$ cat src/hdl/vic_regs.svh
`ifndef VIC_REGS_SVH
`define VIC_REGS_SVH
`define VIC_OFS_CTRL 8'h00
`define VIC_OFS_HSTART 8'h04
`define VIC_OFS_HWIDTH 8'h08
`define VIC_OFS_VSTART 8'h0c
`define VIC_OFS_VLEN 8'h10
`define VIC_OFS_DELAY 8'h14
`define VIC_OFS_STATUS 8'h18
`define VIC_CTRL_PWR 1:0
`define VIC_CTRL_SRC 3:2
`define VIC_CTRL_PROG 4
`define VIC_CTRL_HDCP 5
`define VIC_CTRL_RST 32'h0000_0000
`define VIC_WIN_RST 32'h0000_0000
`define VIC_DLY_H 11:0
`define VIC_DLY_V 26:16
`define VIC_Y_MIN 8'h10
`define VIC_Y_MAX 8'heb
`define VIC_C_MIN 8'h10
`define VIC_C_MAX 8'hf0
`define VIC_TRS_FF 8'hff
`define VIC_TRS_ZERO 8'h00
`define VIC_XY_H 4
`define VIC_XY_V 5
`define VIC_XY_F 6
`define VIC_TMDS_MIN_MHZ 20
`define VIC_TMDS_MAX_MHZ 165
`endif

$ cat src/hdl/vic_pkg.sv
package vic_pkg;
    typedef enum logic [1:0] {VIC_PWR_OFF, VIC_PWR_STANDBY, VIC_PWR_ACTIVE} vic_pwr_t;
    typedef enum logic [1:0] {VIC_SRC_ADC, VIC_SRC_DVI, VIC_SRC_656} vic_src_t;
    typedef enum logic [1:0] {VIC_PH_CB, VIC_PH_Y0, VIC_PH_CR, VIC_PH_Y1} vic_phase_t;
    typedef struct packed {
        logic [23:0] data;
        logic hs;
        logic vs;
        logic de;
    } vic_pin_t;
    typedef struct packed {
        logic valid;
        logic [23:0] data;
        logic hs;
        logic vs;
        logic field;
    } vic_pix_t;
endpackage

$ cat src/hdl/vic_top.sv
// Implementation choices: the APB slave port and the address map.
`timescale 1ns/1ps
`include "vic_regs.svh"
module vic_top #(
    parameter bit HDCP_PRESENT = 1'b0
) (
    input wire logic clk,
    input wire logic reset,
    input wire logic psel,
    input wire logic penable,
    input wire logic pwrite,
    input wire logic [7:0] paddr,
    input wire logic [31:0] pwdata,
    output logic [31:0] prdata,
    output logic pready,
    output logic pslverr,
    input wire logic link_clk_pin,
    input wire vic_pkg::vic_pin_t pin_in,
    output vic_pkg::vic_pix_t pix_out,
    output logic rx_clock_on,
    output logic rx_data_on,
    output logic hdcp_active
);
    function automatic logic addr_ok(input logic [7:0] a);
        return a == `VIC_OFS_CTRL || a == `VIC_OFS_HSTART || a == `VIC_OFS_HWIDTH ||
               a == `VIC_OFS_VSTART || a == `VIC_OFS_VLEN || a == `VIC_OFS_DELAY ||
               a == `VIC_OFS_STATUS;
    endfunction
    function automatic logic [7:0] clamp_y(input logic [7:0] b);
        return (b < `VIC_Y_MIN) ? `VIC_Y_MIN : ((b > `VIC_Y_MAX) ? `VIC_Y_MAX : b);
    endfunction
    function automatic logic [7:0] clamp_c(input logic [7:0] b);
        return (b < `VIC_C_MIN) ? `VIC_C_MIN : ((b > `VIC_C_MAX) ? `VIC_C_MAX : b);
    endfunction
    function automatic logic [11:0] sat12(input logic [11:0] v);
        return (&v) ? v : v + 1'b1;
    endfunction
    function automatic logic [10:0] sat11(input logic [10:0] v);
        return (&v) ? v : v + 1'b1;
    endfunction

    logic [31:0] ctrl_reg;
    logic [11:0] hstart_reg;
    logic [10:0] hwidth_reg;
    logic [10:0] vstart_reg;
    logic [10:0] vlen_reg;
    logic [31:0] delay_reg;
    logic [31:0] prdata_reg;
    logic [31:0] status_next;
    vic_pkg::vic_pwr_t pwr;
    vic_pkg::vic_src_t src;
    logic prog_mode;
    logic [11:0] hdelay;
    logic [10:0] vdelay;

    assign pwr = vic_pkg::vic_pwr_t'(ctrl_reg[`VIC_CTRL_PWR]);
    assign src = vic_pkg::vic_src_t'(ctrl_reg[`VIC_CTRL_SRC]);
    assign prog_mode = ctrl_reg[`VIC_CTRL_PROG];
    assign hdelay = delay_reg[`VIC_DLY_H];
    assign vdelay = delay_reg[`VIC_DLY_V];
    assign pready = 1'b1;
    assign pslverr = psel && penable && !addr_ok(paddr);
    assign prdata = prdata_reg;

    // Control, window and delay fields
    always_ff @(posedge clk or posedge reset) begin
        if (reset) begin
            ctrl_reg <= `VIC_CTRL_RST;
            hstart_reg <= 12'h000;
            hwidth_reg <= 11'h000;
            vstart_reg <= 11'h000;
            vlen_reg <= 11'h000;
            delay_reg <= `VIC_WIN_RST;
        end else if (psel && penable && pwrite) begin
            case (paddr)
                `VIC_OFS_CTRL: ctrl_reg <= pwdata;
                `VIC_OFS_HSTART: hstart_reg <= pwdata[11:0];
                `VIC_OFS_HWIDTH: hwidth_reg <= pwdata[10:0];
                `VIC_OFS_VSTART: vstart_reg <= pwdata[10:0];
                `VIC_OFS_VLEN: vlen_reg <= pwdata[10:0];
                `VIC_OFS_DELAY: delay_reg <= pwdata;
                default: ;
            endcase
        end
    end

    // Read data is latched in the setup phase so the access phase has no wait state
    always_ff @(posedge clk or posedge reset) begin
        if (reset) begin
            prdata_reg <= 32'h0000_0000;
        end else if (psel && !penable) begin
            case (paddr)
                `VIC_OFS_CTRL: prdata_reg <= {26'h0000000, ctrl_reg[5:0]};
                `VIC_OFS_HSTART: prdata_reg <= {20'h00000, hstart_reg};
                `VIC_OFS_HWIDTH: prdata_reg <= {21'h000000, hwidth_reg};
                `VIC_OFS_VSTART: prdata_reg <= {21'h000000, vstart_reg};
                `VIC_OFS_VLEN: prdata_reg <= {21'h000000, vlen_reg};
                `VIC_OFS_DELAY: prdata_reg <= {5'h00, vdelay, 4'h0, hdelay};
                `VIC_OFS_STATUS: prdata_reg <= status_next;
                default: prdata_reg <= 32'h0000_0000;
            endcase
        end
    end

    // Power state
    always_ff @(posedge clk or posedge reset) begin
        if (reset) begin
            rx_clock_on <= 1'b0;
            rx_data_on <= 1'b0;
            hdcp_active <= 1'b0;
        end else begin
            rx_clock_on <= pwr == vic_pkg::VIC_PWR_ACTIVE || pwr == vic_pkg::VIC_PWR_STANDBY;
            rx_data_on <= pwr == vic_pkg::VIC_PWR_ACTIVE;
            // Key handling sits outside; this only enables the cipher path
            hdcp_active <= HDCP_PRESENT && ctrl_reg[`VIC_CTRL_HDCP] &&
                           pwr == vic_pkg::VIC_PWR_ACTIVE && src == vic_pkg::VIC_SRC_DVI;
        end
    end

    // Pin synchronisers
    logic [2:0] lclk_sync_reg;
    logic lclk_lvl_reg;
    vic_pkg::vic_pin_t pin_s1_reg;
    vic_pkg::vic_pin_t pin_s2_reg;
    vic_pkg::vic_pin_t pin_s3_reg;
    logic sample_en;

    always_ff @(posedge clk or posedge reset) begin
        if (reset) begin
            lclk_sync_reg <= 3'h0;
            lclk_lvl_reg <= 1'b0;
            pin_s1_reg <= '0;
            pin_s2_reg <= '0;
            pin_s3_reg <= '0;
        end else begin
            lclk_sync_reg <= {lclk_sync_reg[1:0], link_clk_pin};
            if (lclk_sync_reg[1] == lclk_sync_reg[2]) begin
                lclk_lvl_reg <= lclk_sync_reg[2];
            end
            pin_s1_reg <= pin_in;
            pin_s2_reg <= pin_s1_reg;
            pin_s3_reg <= pin_s2_reg;
        end
    end

    // Source clock rising edge, one sample per edge
    assign sample_en = lclk_sync_reg[1] && lclk_sync_reg[2] && !lclk_lvl_reg;

    logic ev;
    logic hs_prev_reg;
    logic vs_prev_reg;
    logic de_last_reg;
    logic hs_lead;
    logic vs_lead;
    logic [7:0] byte_in;

    // Standby keeps the clock edge detector but drops DVI data
    assign ev = sample_en && (src != vic_pkg::VIC_SRC_DVI || rx_data_on);
    assign hs_lead = ev && pin_s3_reg.hs && !hs_prev_reg;
    assign vs_lead = ev && pin_s3_reg.vs && !vs_prev_reg;
    assign byte_in = pin_s3_reg.data[7:0];

    // Analog sync delays
    logic hpend_reg;
    logic vpend_reg;
    logic [11:0] hcnt_reg;
    logic [10:0] vcnt_reg;
    logic fire_h;
    logic fire_v;

    assign fire_h = (hdelay == 12'h000) ? hs_lead : (ev && hpend_reg && hcnt_reg == hdelay);
    assign fire_v = (vdelay == 11'h000) ? vs_lead : (fire_h && vpend_reg && vcnt_reg == vdelay);

    always_ff @(posedge clk or posedge reset) begin
        if (reset) begin
            hpend_reg <= 1'b0;
            vpend_reg <= 1'b0;
            hcnt_reg <= 12'h000;
            vcnt_reg <= 11'h000;
        end else begin
            if (hs_lead && hdelay != 12'h000) begin
                hpend_reg <= 1'b1;
                hcnt_reg <= 12'h001;
            end else if (ev && hpend_reg) begin
                hpend_reg <= hcnt_reg != hdelay;
                hcnt_reg <= sat12(hcnt_reg);
            end
            if (vs_lead && vdelay != 11'h000) begin
                vpend_reg <= 1'b1;
                vcnt_reg <= 11'h000;
            end else if (fire_h && vpend_reg) begin
                vpend_reg <= vcnt_reg != vdelay;
                vcnt_reg <= sat11(vcnt_reg);
            end
        end
    end

    // Embedded-code parser; FF only ever opens a timing code
    logic [7:0] b1_reg;
    logic [7:0] b2_reg;
    logic [7:0] b3_reg;
    logic act656_reg;
    logic v656_reg;
    logic field_reg;
    vic_pkg::vic_phase_t phase_reg;
    logic [7:0] cb_reg;
    logic [7:0] cr_reg;
    logic [7:0] y0_reg;
    logic code_hit;
    logic on656;

    assign on656 = ev && src == vic_pkg::VIC_SRC_656;
    assign code_hit = b3_reg == `VIC_TRS_FF && b2_reg == `VIC_TRS_ZERO &&
                      b1_reg == `VIC_TRS_ZERO;

    always_ff @(posedge clk or posedge reset) begin
        if (reset) begin
            b1_reg <= 8'h00;
            b2_reg <= 8'h00;
            b3_reg <= 8'h00;
            act656_reg <= 1'b0;
            v656_reg <= 1'b0;
            field_reg <= 1'b0;
            phase_reg <= vic_pkg::VIC_PH_CB;
            cb_reg <= 8'h00;
            cr_reg <= 8'h00;
            y0_reg <= 8'h00;
        end else if (on656) begin
            b1_reg <= byte_in;
            b2_reg <= b1_reg;
            b3_reg <= b2_reg;
            if (code_hit) begin
                act656_reg <= !byte_in[`VIC_XY_H] && !byte_in[`VIC_XY_V];
                v656_reg <= byte_in[`VIC_XY_V];
                field_reg <= byte_in[`VIC_XY_F];
                phase_reg <= vic_pkg::VIC_PH_CB;
            end else if (byte_in == `VIC_TRS_FF) begin
                act656_reg <= 1'b0;
            end else if (act656_reg) begin
                case (phase_reg)
                    vic_pkg::VIC_PH_CB: begin
                        cb_reg <= clamp_c(byte_in);
                        phase_reg <= vic_pkg::VIC_PH_Y0;
                    end
                    vic_pkg::VIC_PH_Y0: begin
                        y0_reg <= clamp_y(byte_in);
                        phase_reg <= vic_pkg::VIC_PH_CR;
                    end
                    vic_pkg::VIC_PH_CR: begin
                        cr_reg <= clamp_c(byte_in);
                        phase_reg <= vic_pkg::VIC_PH_Y1;
                    end
                    default: phase_reg <= vic_pkg::VIC_PH_CB;
                endcase
            end
        end
    end

    // Per-source syncs, enable and pixel
    logic ihs;
    logic ivs;
    logic de_cur;
    logic pev;
    logic de_mode;
    logic [23:0] pdata;
    logic live656;

    assign live656 = act656_reg && byte_in != `VIC_TRS_FF && !code_hit;

    always_comb begin
        ihs = 1'b0;
        ivs = 1'b0;
        de_cur = 1'b0;
        pev = 1'b0;
        de_mode = 1'b0;
        pdata = pin_s3_reg.data;
        case (src)
            vic_pkg::VIC_SRC_ADC: begin
                ihs = fire_h;
                ivs = fire_v;
                pev = ev;
            end
            vic_pkg::VIC_SRC_DVI: begin
                de_mode = !prog_mode;
                de_cur = pin_s3_reg.de;
                pev = ev;
                // Hsync rebuilt from enable outside programmed mode so its jitter is ignored; vsync taken from the source
                ihs = prog_mode ? hs_lead : (ev && de_last_reg && !pin_s3_reg.de);
                ivs = vs_lead;
            end
            vic_pkg::VIC_SRC_656: begin
                de_mode = 1'b1;
                de_cur = act656_reg;
                ihs = on656 && code_hit && byte_in[`VIC_XY_H];
                ivs = on656 && code_hit && byte_in[`VIC_XY_V] && !v656_reg;
                if (phase_reg == vic_pkg::VIC_PH_CR) begin
                    pdata = {y0_reg, cb_reg, clamp_c(byte_in)};
                    pev = on656 && live656;
                end else if (phase_reg == vic_pkg::VIC_PH_Y1) begin
                    pdata = {clamp_y(byte_in), cb_reg, cr_reg};
                    pev = on656 && live656;
                end
            end
            default: ;
        endcase
    end

    // Counters and window compare
    logic [11:0] pcnt_reg;
    logic [10:0] line_reg;
    logic vfirst_reg;
    logic [10:0] dline_reg;
    logic dfirst_reg;
    logic restart_reg;
    logic de_rise;
    logic [10:0] dline_cur;
    logic dfirst_cur;
    logic [11:0] pcnt_cur;
    logic [10:0] line_cur;
    logic vfirst_cur;
    logic [11:0] hoff;
    logic [10:0] voff;
    logic active;

    assign de_rise = ev && de_cur && !de_last_reg;
    // Line index seen by the enable rise itself, so the first enabled sample is not lost
    assign dline_cur = de_rise ? (dfirst_reg ? 11'h000 : sat11(dline_reg)) : dline_reg;
    assign dfirst_cur = de_rise ? 1'b0 : dfirst_reg;
    assign pcnt_cur = (de_mode ? (de_rise || restart_reg) : ihs) ? 12'h000 : pcnt_reg;
    assign vfirst_cur = ihs ? 1'b0 : (ivs || vfirst_reg);
    assign line_cur = ihs ? ((vfirst_reg || ivs) ? 11'h000 : sat11(line_reg)) : line_reg;
    assign hoff = pcnt_cur - hstart_reg;
    assign voff = line_cur - vstart_reg;

    always_comb begin
        if (de_mode) begin
            active = de_cur && pcnt_cur < {1'b0, hwidth_reg} && dline_cur < vlen_reg &&
                     !dfirst_cur;
        end else begin
            active = !vfirst_cur && pcnt_cur >= hstart_reg && hoff < {1'b0, hwidth_reg} &&
                     line_cur >= vstart_reg && voff < vlen_reg;
        end
    end

    always_ff @(posedge clk or posedge reset) begin
        if (reset) begin
            hs_prev_reg <= 1'b0;
            vs_prev_reg <= 1'b0;
            de_last_reg <= 1'b0;
        end else if (ev) begin
            hs_prev_reg <= pin_s3_reg.hs;
            vs_prev_reg <= pin_s3_reg.vs;
            de_last_reg <= de_cur;
        end
    end

    // Counters saturate so over-long lines never wrap into the window
    always_ff @(posedge clk or posedge reset) begin
        if (reset) begin
            pcnt_reg <= 12'h000;
            restart_reg <= 1'b0;
        end else if (pev) begin
            pcnt_reg <= sat12(pcnt_cur);
            restart_reg <= 1'b0;
        end else if (de_rise || (!de_mode && ihs)) begin
            restart_reg <= 1'b1;
        end
    end

    always_ff @(posedge clk or posedge reset) begin
        if (reset) begin
            line_reg <= 11'h000;
            vfirst_reg <= 1'b1;
        end else if (ihs || ivs) begin
            line_reg <= (ivs && !ihs) ? 11'h000 : line_cur;
            vfirst_reg <= vfirst_cur;
        end
    end

    always_ff @(posedge clk or posedge reset) begin
        if (reset) begin
            dline_reg <= 11'h000;
            dfirst_reg <= 1'b1;
        end else if (ivs) begin
            dfirst_reg <= 1'b1;
        end else if (de_rise) begin
            dline_reg <= dline_cur;
            dfirst_reg <= 1'b0;
        end
    end

    always_ff @(posedge clk or posedge reset) begin
        if (reset) begin
            pix_out <= '0;
        end else begin
            pix_out.valid <= pev && active;
            if (pev) begin
                pix_out.data <= pdata;
            end
            pix_out.hs <= ihs;
            pix_out.vs <= ivs;
            pix_out.field <= (src == vic_pkg::VIC_SRC_656) && field_reg;
        end
    end

    assign status_next = {6'h00, rx_data_on, rx_clock_on, field_reg, vfirst_reg,
                          dline_reg, line_reg};
endmodule

$ cat config.mk
export PLATFORM = sky130hd
export DESIGN_NAME = vic_top
export DESIGN_NICKNAME = d
export VERILOG_FILES = /design/src/hdl/vic_pkg.sv /design/src/hdl/vic_top.sv
export VERILOG_INCLUDE_DIRS = /design/src /design/src/hdl
export SDC_FILE = /design/constraint.sdc
export NUM_CORES = 1
export LEC_CHECK = 0
export BUFFER_PORTS_ARGS = -buffer_cell sky130_fd_sc_hd__buf_4
export CORE_ASPECT_RATIO = 0.75
export CORE_UTILIZATION = 46
export DETAILED_ROUTE_END_ITERATION = 12
export GPL_TIMING_DRIVEN = 0
export PLACE_DENSITY = 0.66
export SLEW_MARGIN = 20
export SYNTH_ARGS = -nofsm -noshare
export SYNTH_HDL_FRONTEND = slang
export SYNTH_SLANG_ARGS = --single-unit
export TNS_END_PERCENT = 5
$ cat constraint.sdc
create_clock -name clk -period 11.5 [get_ports clk]
set_clock_uncertainty 0.1 [all_clocks]
set_input_delay 1.725 -clock clk [delete_from_list [all_inputs] [get_ports clk]]
set_output_delay 1.725 -clock clk [all_outputs]
set_load 0.1 [all_outputs]
## Yosys cells after proc, flatten, opt, wreduce, memory -nomap -nowiden

Index checks and enable logic that the tools add are counted.

| storage, ports and cells | value |
|---|---|
| flip-flop bits (word level) | 343 |
| input bits | 73 |
| output and inout bits | 65 |

| cells by class | value |
|---|---|
| add/subtract/negate cells | 7 |
| order comparisons | 9 |
| equality and inequality tests | 25 |
| muxes and demuxes | 50 |
| bitwise gates (word level) | 3 |
| reductions and logical operators | 106 |

Operator list:

| kind | number |
|---|---|
| 27-bit case mux with 7 select lines | 1 |
| 11-bit two-way mux | 10 |
| 24-bit two-way mux | 3 |
| 12-bit two-way mux | 5 |
| 1-bit logical AND | 43 |
| 11-bit by 1-bit adder with 11-bit output (second input constant) | 3 |
| 11-bit AND reduction | 3 |
| 8-bit two-way mux | 4 |
| 12-bit by 1-bit adder with 12-bit output (second input constant) | 2 |
| 8-bit by 5-bit equality test with 1-bit output (second input constant) | 3 |
| 8-bit logical NOT | 3 |
| 12-bit by 11-bit < comparator with 1-bit output | 2 |
| 12-bit AND reduction | 2 |
| 11-bit < comparator | 2 |
| 2-bit AND reduction | 11 |
| 1-bit two-way mux | 18 |
| 8-bit by 4-bit equality test with 1-bit output (second input constant) | 2 |
| 8-bit equality test (second input constant) | 2 |
| 8-bit greater-than comparator (second input constant) | 2 |
| 1-bit logical NOT | 16 |
| 5-bit AND reduction | 3 |
| 12-bit equality test | 1 |
| 12-bit >= comparator | 1 |
| 12-bit logical NOT | 1 |
| other kinds (27) | 57 |

## Logic depth before layout (Yosys ltp)

| logic depth | value |
|---|---|
| word-level depth | 19 |
| mapped depth | 32 |
| gate-level depth less buffers | 31 |

## Least setup slack after synthesis

OpenSTA, ideal clock, no wires.

| timing | value |
|---|---|
| path type | reg2reg |
| start point | reg rx_data_on |
| end point | reg pix_out[27] (netlist bit) |
| setup time | 0.101 ns |
| data arrival time | 5.697 ns |
| slack | 5.603 ns |
| stages on the path, launching flop included | 30 |
| period minus slack after synthesis | 5.897 ns |
| path through | dfrtp_1 > nand2b_2 > and2_1 > buf_6 > clkbuf_1 > o2111ai_1 > a21oi_1 > nor2_1 > nand2_1 > inv_1 > a32o_1 > ha_1 > nor2b_1 > o21ai_0 > a21oi_1 > o31a_1 > nor2_1 > inv_1 > a21oi_1 > o21bai_1 > a21oi_1 > xnor2_1 > ha_1 > a21oi_1 > o22ai_1 > nor4_1 > o2111ai_1 > a41oi_1 > nand3_1 > o32ai_1 |

| between the ends | value |
|---|---|
| longest elaborated chain between the ends | 18 |
| elaborated cells between the ends (all ways) | 56 |
| classes of those cells | add/sub: 2; order compare: 6; mux: 16; reduce/logical: 32 |

RTL lines:

| what | line | RTL |
|---|---|---|
| from (decl) | vic_top.sv:21 | `output logic rx_data_on,` |
| from (signal assigned) | vic_top.sv:113 | `rx_data_on <= pwr == vic_pkg::VIC_PWR_ACTIVE;` |
| 1-bit logical OR * | vic_top.sv:158 | `assign ev = sample_en && (src != vic_pkg::VIC_SRC_DVI \|\| rx_data_on);` |
| 1-bit logical AND * | vic_top.sv:158 |  |
| branches (longest 15 deep; another with 11-bit subtractor) | -- |  |
| 1-bit logical AND * | vic_top.sv:396 | `pix_out.valid <= pev && active;` |
| to (decl) | vic_top.sv:19 | `output vic_pkg::vic_pix_t pix_out,` |

Mark *: on every way between the ends.
A chain may end at the register's enable or synchronous reset.

## Final worst setup path

| timing | value |
|---|---|
| start point | reg ctrl_reg[2] |
| end point | reg pix_out[27] (netlist bit) |

| between the ends | value |
|---|---|
| longest elaborated chain between the ends | 19 |
| elaborated cells between the ends (all ways) | 63 |
| classes of those cells | add/sub: 2; order compare: 6; eq/ne: 3; mux: 18; reduce/logical: 34 |

RTL lines:

| what | line | RTL |
|---|---|---|
| from (decl) | vic_top.sv:42 | `logic [31:0] ctrl_reg;` |
| from (signal assigned) | vic_top.sv:68 | `` ctrl_reg <= `VIC_CTRL_RST; `` |
| from (signal assigned) | vic_top.sv:76 | `` `VIC_OFS_CTRL: ctrl_reg <= pwdata; `` |
| branches (longest 18 deep; another with 11-bit two-way mux) | -- |  |
| 1-bit logical AND * | vic_top.sv:396 |  |

Marks and branches as above.

==> results.toml <==
[global_routing]
grt_antenna_before_repair = 0
use_met1_pct = 39.5
grt_pass1_vias = 12221
grt_usage_pct = 25.0
grt_start_max_net_pins = 104
grt_pass1_wl_um = 69800
grt_busiest_layer = "met1"
grt-ovfl-total = 0
met2_usage_pct = 35.3
grt_util_met3_pct = 4.30

[layout]
final_common_cell = "dfrtp_1"
final_nets = 1921
design_area_sq_um = 19200
largest_reg_flops = 28
final_cell_mix = "332 x dfrtp_1, 216 x nand2_1, 128 x buf_4, 121 x o21ai_0, 103 x nor2_1"
nFillCells = 3048
drive_above_1_share_pct = 16.9
final_cells = 2252
fin_util_pct = 54.9
synthToLayoutAreaGrowth_pct = 16.8
n_antenna_cell = 0
top_register = "pix_out"

[sta]
fin_crit_sh_pct = 66.2
slew_viol_final = 0
min_period_ns = 7.61
fmax_ghz = 0.131
setup_viol = 0
layout_setup_ws_ns = 3.89
rsz0062_at_grt = "false"
hold_violations = 0
worst_pin_slew_ns = 1.06
relSlewSlack_pct = 29.1

[route]
vias = 12782
drc = 9
drt-total-wl_um = 44600
drt_first_pass_iters = 9
wire_per_inst_um = 19.8
drt_iter0_drc = 1177
postRouteAntennaNets = 0
vias_per_cell = 5.68

[placement]
place_congestion = 0.914
dpl_cell_area_sq_um = 18000
io_buffers = 121
hpwl_um = 33200
placed_cells = 2189
dp_worst_setup_slack_ns = 4.00

[synthesis]
synth-edff-count = 0
synth_seq_cells = 334
netlist_area_sq_um = 16400
synth_cells = 1603
ys_types = 81
synth_ff_type = "dfrtp_1"
synthArstFlopShare_pct = 100
synth.avg_cell_area_sq_um = 10.2
seq_area_frac_synth_pct = 51.0
synth_warnings = 0

[power_and_ir_drop]
ir_drop_mv = 0.136
p_leak_uw = 0.00902
p_per_area_nw_per_um2 = 158
total_power_uw = 3020

[worst_setup_path]
cpMaxStageDelayCell = "a21oi_1"
crit_end = "pix_out[27]"
r2r_cells = 31
endpoint_kind = "flop"
start_kind = "flop"
r2r_slack_ns = 3.89
path_buf_inv = 5
startpoint = "ctrl_reg[2]"
crit_path_frequent_cell = "a21oi_1"
reg2reg_from = "ctrl_reg[2]"
path_depth = 31
critPathMaxFanout = 10
crit_path_max_incr_delay_ns = 0.84
cp.arrival_ns = 7.88
cpLargestDelayFamily = "compound AO/OA/AOI/OAI gates"
r2r_end = "pix_out[27]"
cp_data_required_time_ns = 11.76
crit_type = "flop to flop"

[run_status]
violations = "design-rule violations"
status = "complete, but fails checks"

[clock_network]
cts_tree = "done"
clk_transition_reported_paths_ns = 0.06
clockBufferDepth = 3
clockRootBuffer = "clkbuf_16"
h-tree-depth = 2
clkLatencyLatePin_ns = 0.53
cts_setup_buffers = 0
cts-resized-gates = 0
cts_sinks = 334
cts-buffers-inserted = 35
hold_buffers = 0

[floorplan]
pin_count = 138
die_y_um = 166
start_util_pct = 47.0
die_w_um = 220
die_area_sq_um = 36400
core-area_sq_um = 34900
num_rows = 59

[flow_run]
maxCapViolations = 0

[hold_path]
hp-class = "flop to flop"
==> Yosys cell counts (3+ instances only) <==
master | number | area share (%)
a2111oi_0 | 3 | 0.16
a211oi_1 | 6 | 0.27
a21o_1 | 20 | 0.92
a21oi_1 | 83 | 2.5
a221oi_1 | 6 | 0.32
a222oi_1 | 7 | 0.43
a22o_1 | 7 | 0.37
a22oi_1 | 37 | 1.7
a31oi_1 | 24 | 0.92
a41oi_1 | 4 | 0.21
and2_1 | 19 | 0.72
and3_1 | 15 | 0.57
and4_1 | 4 | 0.21
buf_1 | 7 | 0.16
buf_4 | 7 | 0.32
clkbuf_1 | 54 | 1.2
dfrtp_1 | 332 | 51
ha_1 | 77 | 5.9
inv_1 | 69 | 1.6
mux2_2 | 90 | 6.2
mux2i_1 | 7 | 0.43
nand2_1 | 216 | 4.9
nand2b_1 | 20 | 0.76
nand3_1 | 40 | 1.2
nand4_1 | 22 | 0.84
nor2_1 | 103 | 2.4
nor2b_1 | 19 | 0.72
nor3_1 | 13 | 0.40
nor4_1 | 9 | 0.34
nor4b_1 | 4 | 0.21
o2111ai_1 | 6 | 0.32
o211ai_1 | 3 | 0.14
o21a_1 | 5 | 0.23
o21ai_0 | 121 | 3.7
o21bai_1 | 6 | 0.27
o22a_1 | 5 | 0.27
o31ai_1 | 6 | 0.27
or3_1 | 6 | 0.23
xnor2_1 | 44 | 2.4
xor2_1 | 26 | 1.4
==> area by class of cell <==
class	instances	area [sq um]	share of cell area (%)
sequential	334	8360	43.7
multi-input combinational	1133	7490	39.1
clock inverter	18	194	1.01
inverter	69	267	1.39
tap	457	572	2.99
timing repair buffer	124	991	5.17
clock buffer	45	973	5.08
buffer	72	308	1.61
==> cells by family (layout without fill, tap and decap cells) <==
logic type	Yosys count	count (layout)	share of synthesized area, %
simple gates	503	503	14.2
mux	98	98	6.68
flops	334	334	51.0
xor+xnor	70	70	3.74
buf+inv	141	328	3.46
other cells	2	7	0.0458
compound gates	376	376	14.8
fa+ha+maj	79	79	6.12
==> through the flow <==
stage / hold WS [ns] / setup TNS (ns)
final: 0.245 / 0
after CTS: 0.247 / 0
after detailed placement: 0.235 / 0
after floorplan: 0.231 / 0
after global routing: 0.253 / 0
after global placement: 0.232 / -1048.81
==> worst min-delay path by stage <==
| stage | slack (ns) | from | endpoint | cells after the start |
|---|---|---|---|---|
| floorplan | 0.23 | pin_s2_reg[3] | byte_in[0] | 0 |
| global placement | 0.23 | pin_s2_reg[14] | pin_s3_reg[14] | 0 |
| detailed placement | 0.23 | pin_s1_reg[14] | pin_s2_reg[14] | 0 |
| CTS | 0.25 | pin_s2_reg[21] | pin_s3_reg[21] | 0 |
| global route | 0.25 | pin_s1_reg[1] | pin_s2_reg[1] | 0 |
| finish | 0.24 | pin_s2_reg[15] | pin_s3_reg[15] | 0 |
==> power by group <==
group | leakage [uW] | switching (uW) | internal [uW]
combinational | 0.00416 | 401 | 181
clock | 0.000568 | 483 | 672
sequential | 0.00429 | 47.3 | 1230
==> routing by layer <==
layer / share of wire, % / vias up
li1: - / 5976
met1: 49 / 6321
met2: 42 / 424
met3: 7.2 / 61
met4: 1.6 / 0
met5: 0 / -
Power figures use the tool's default switching activity.
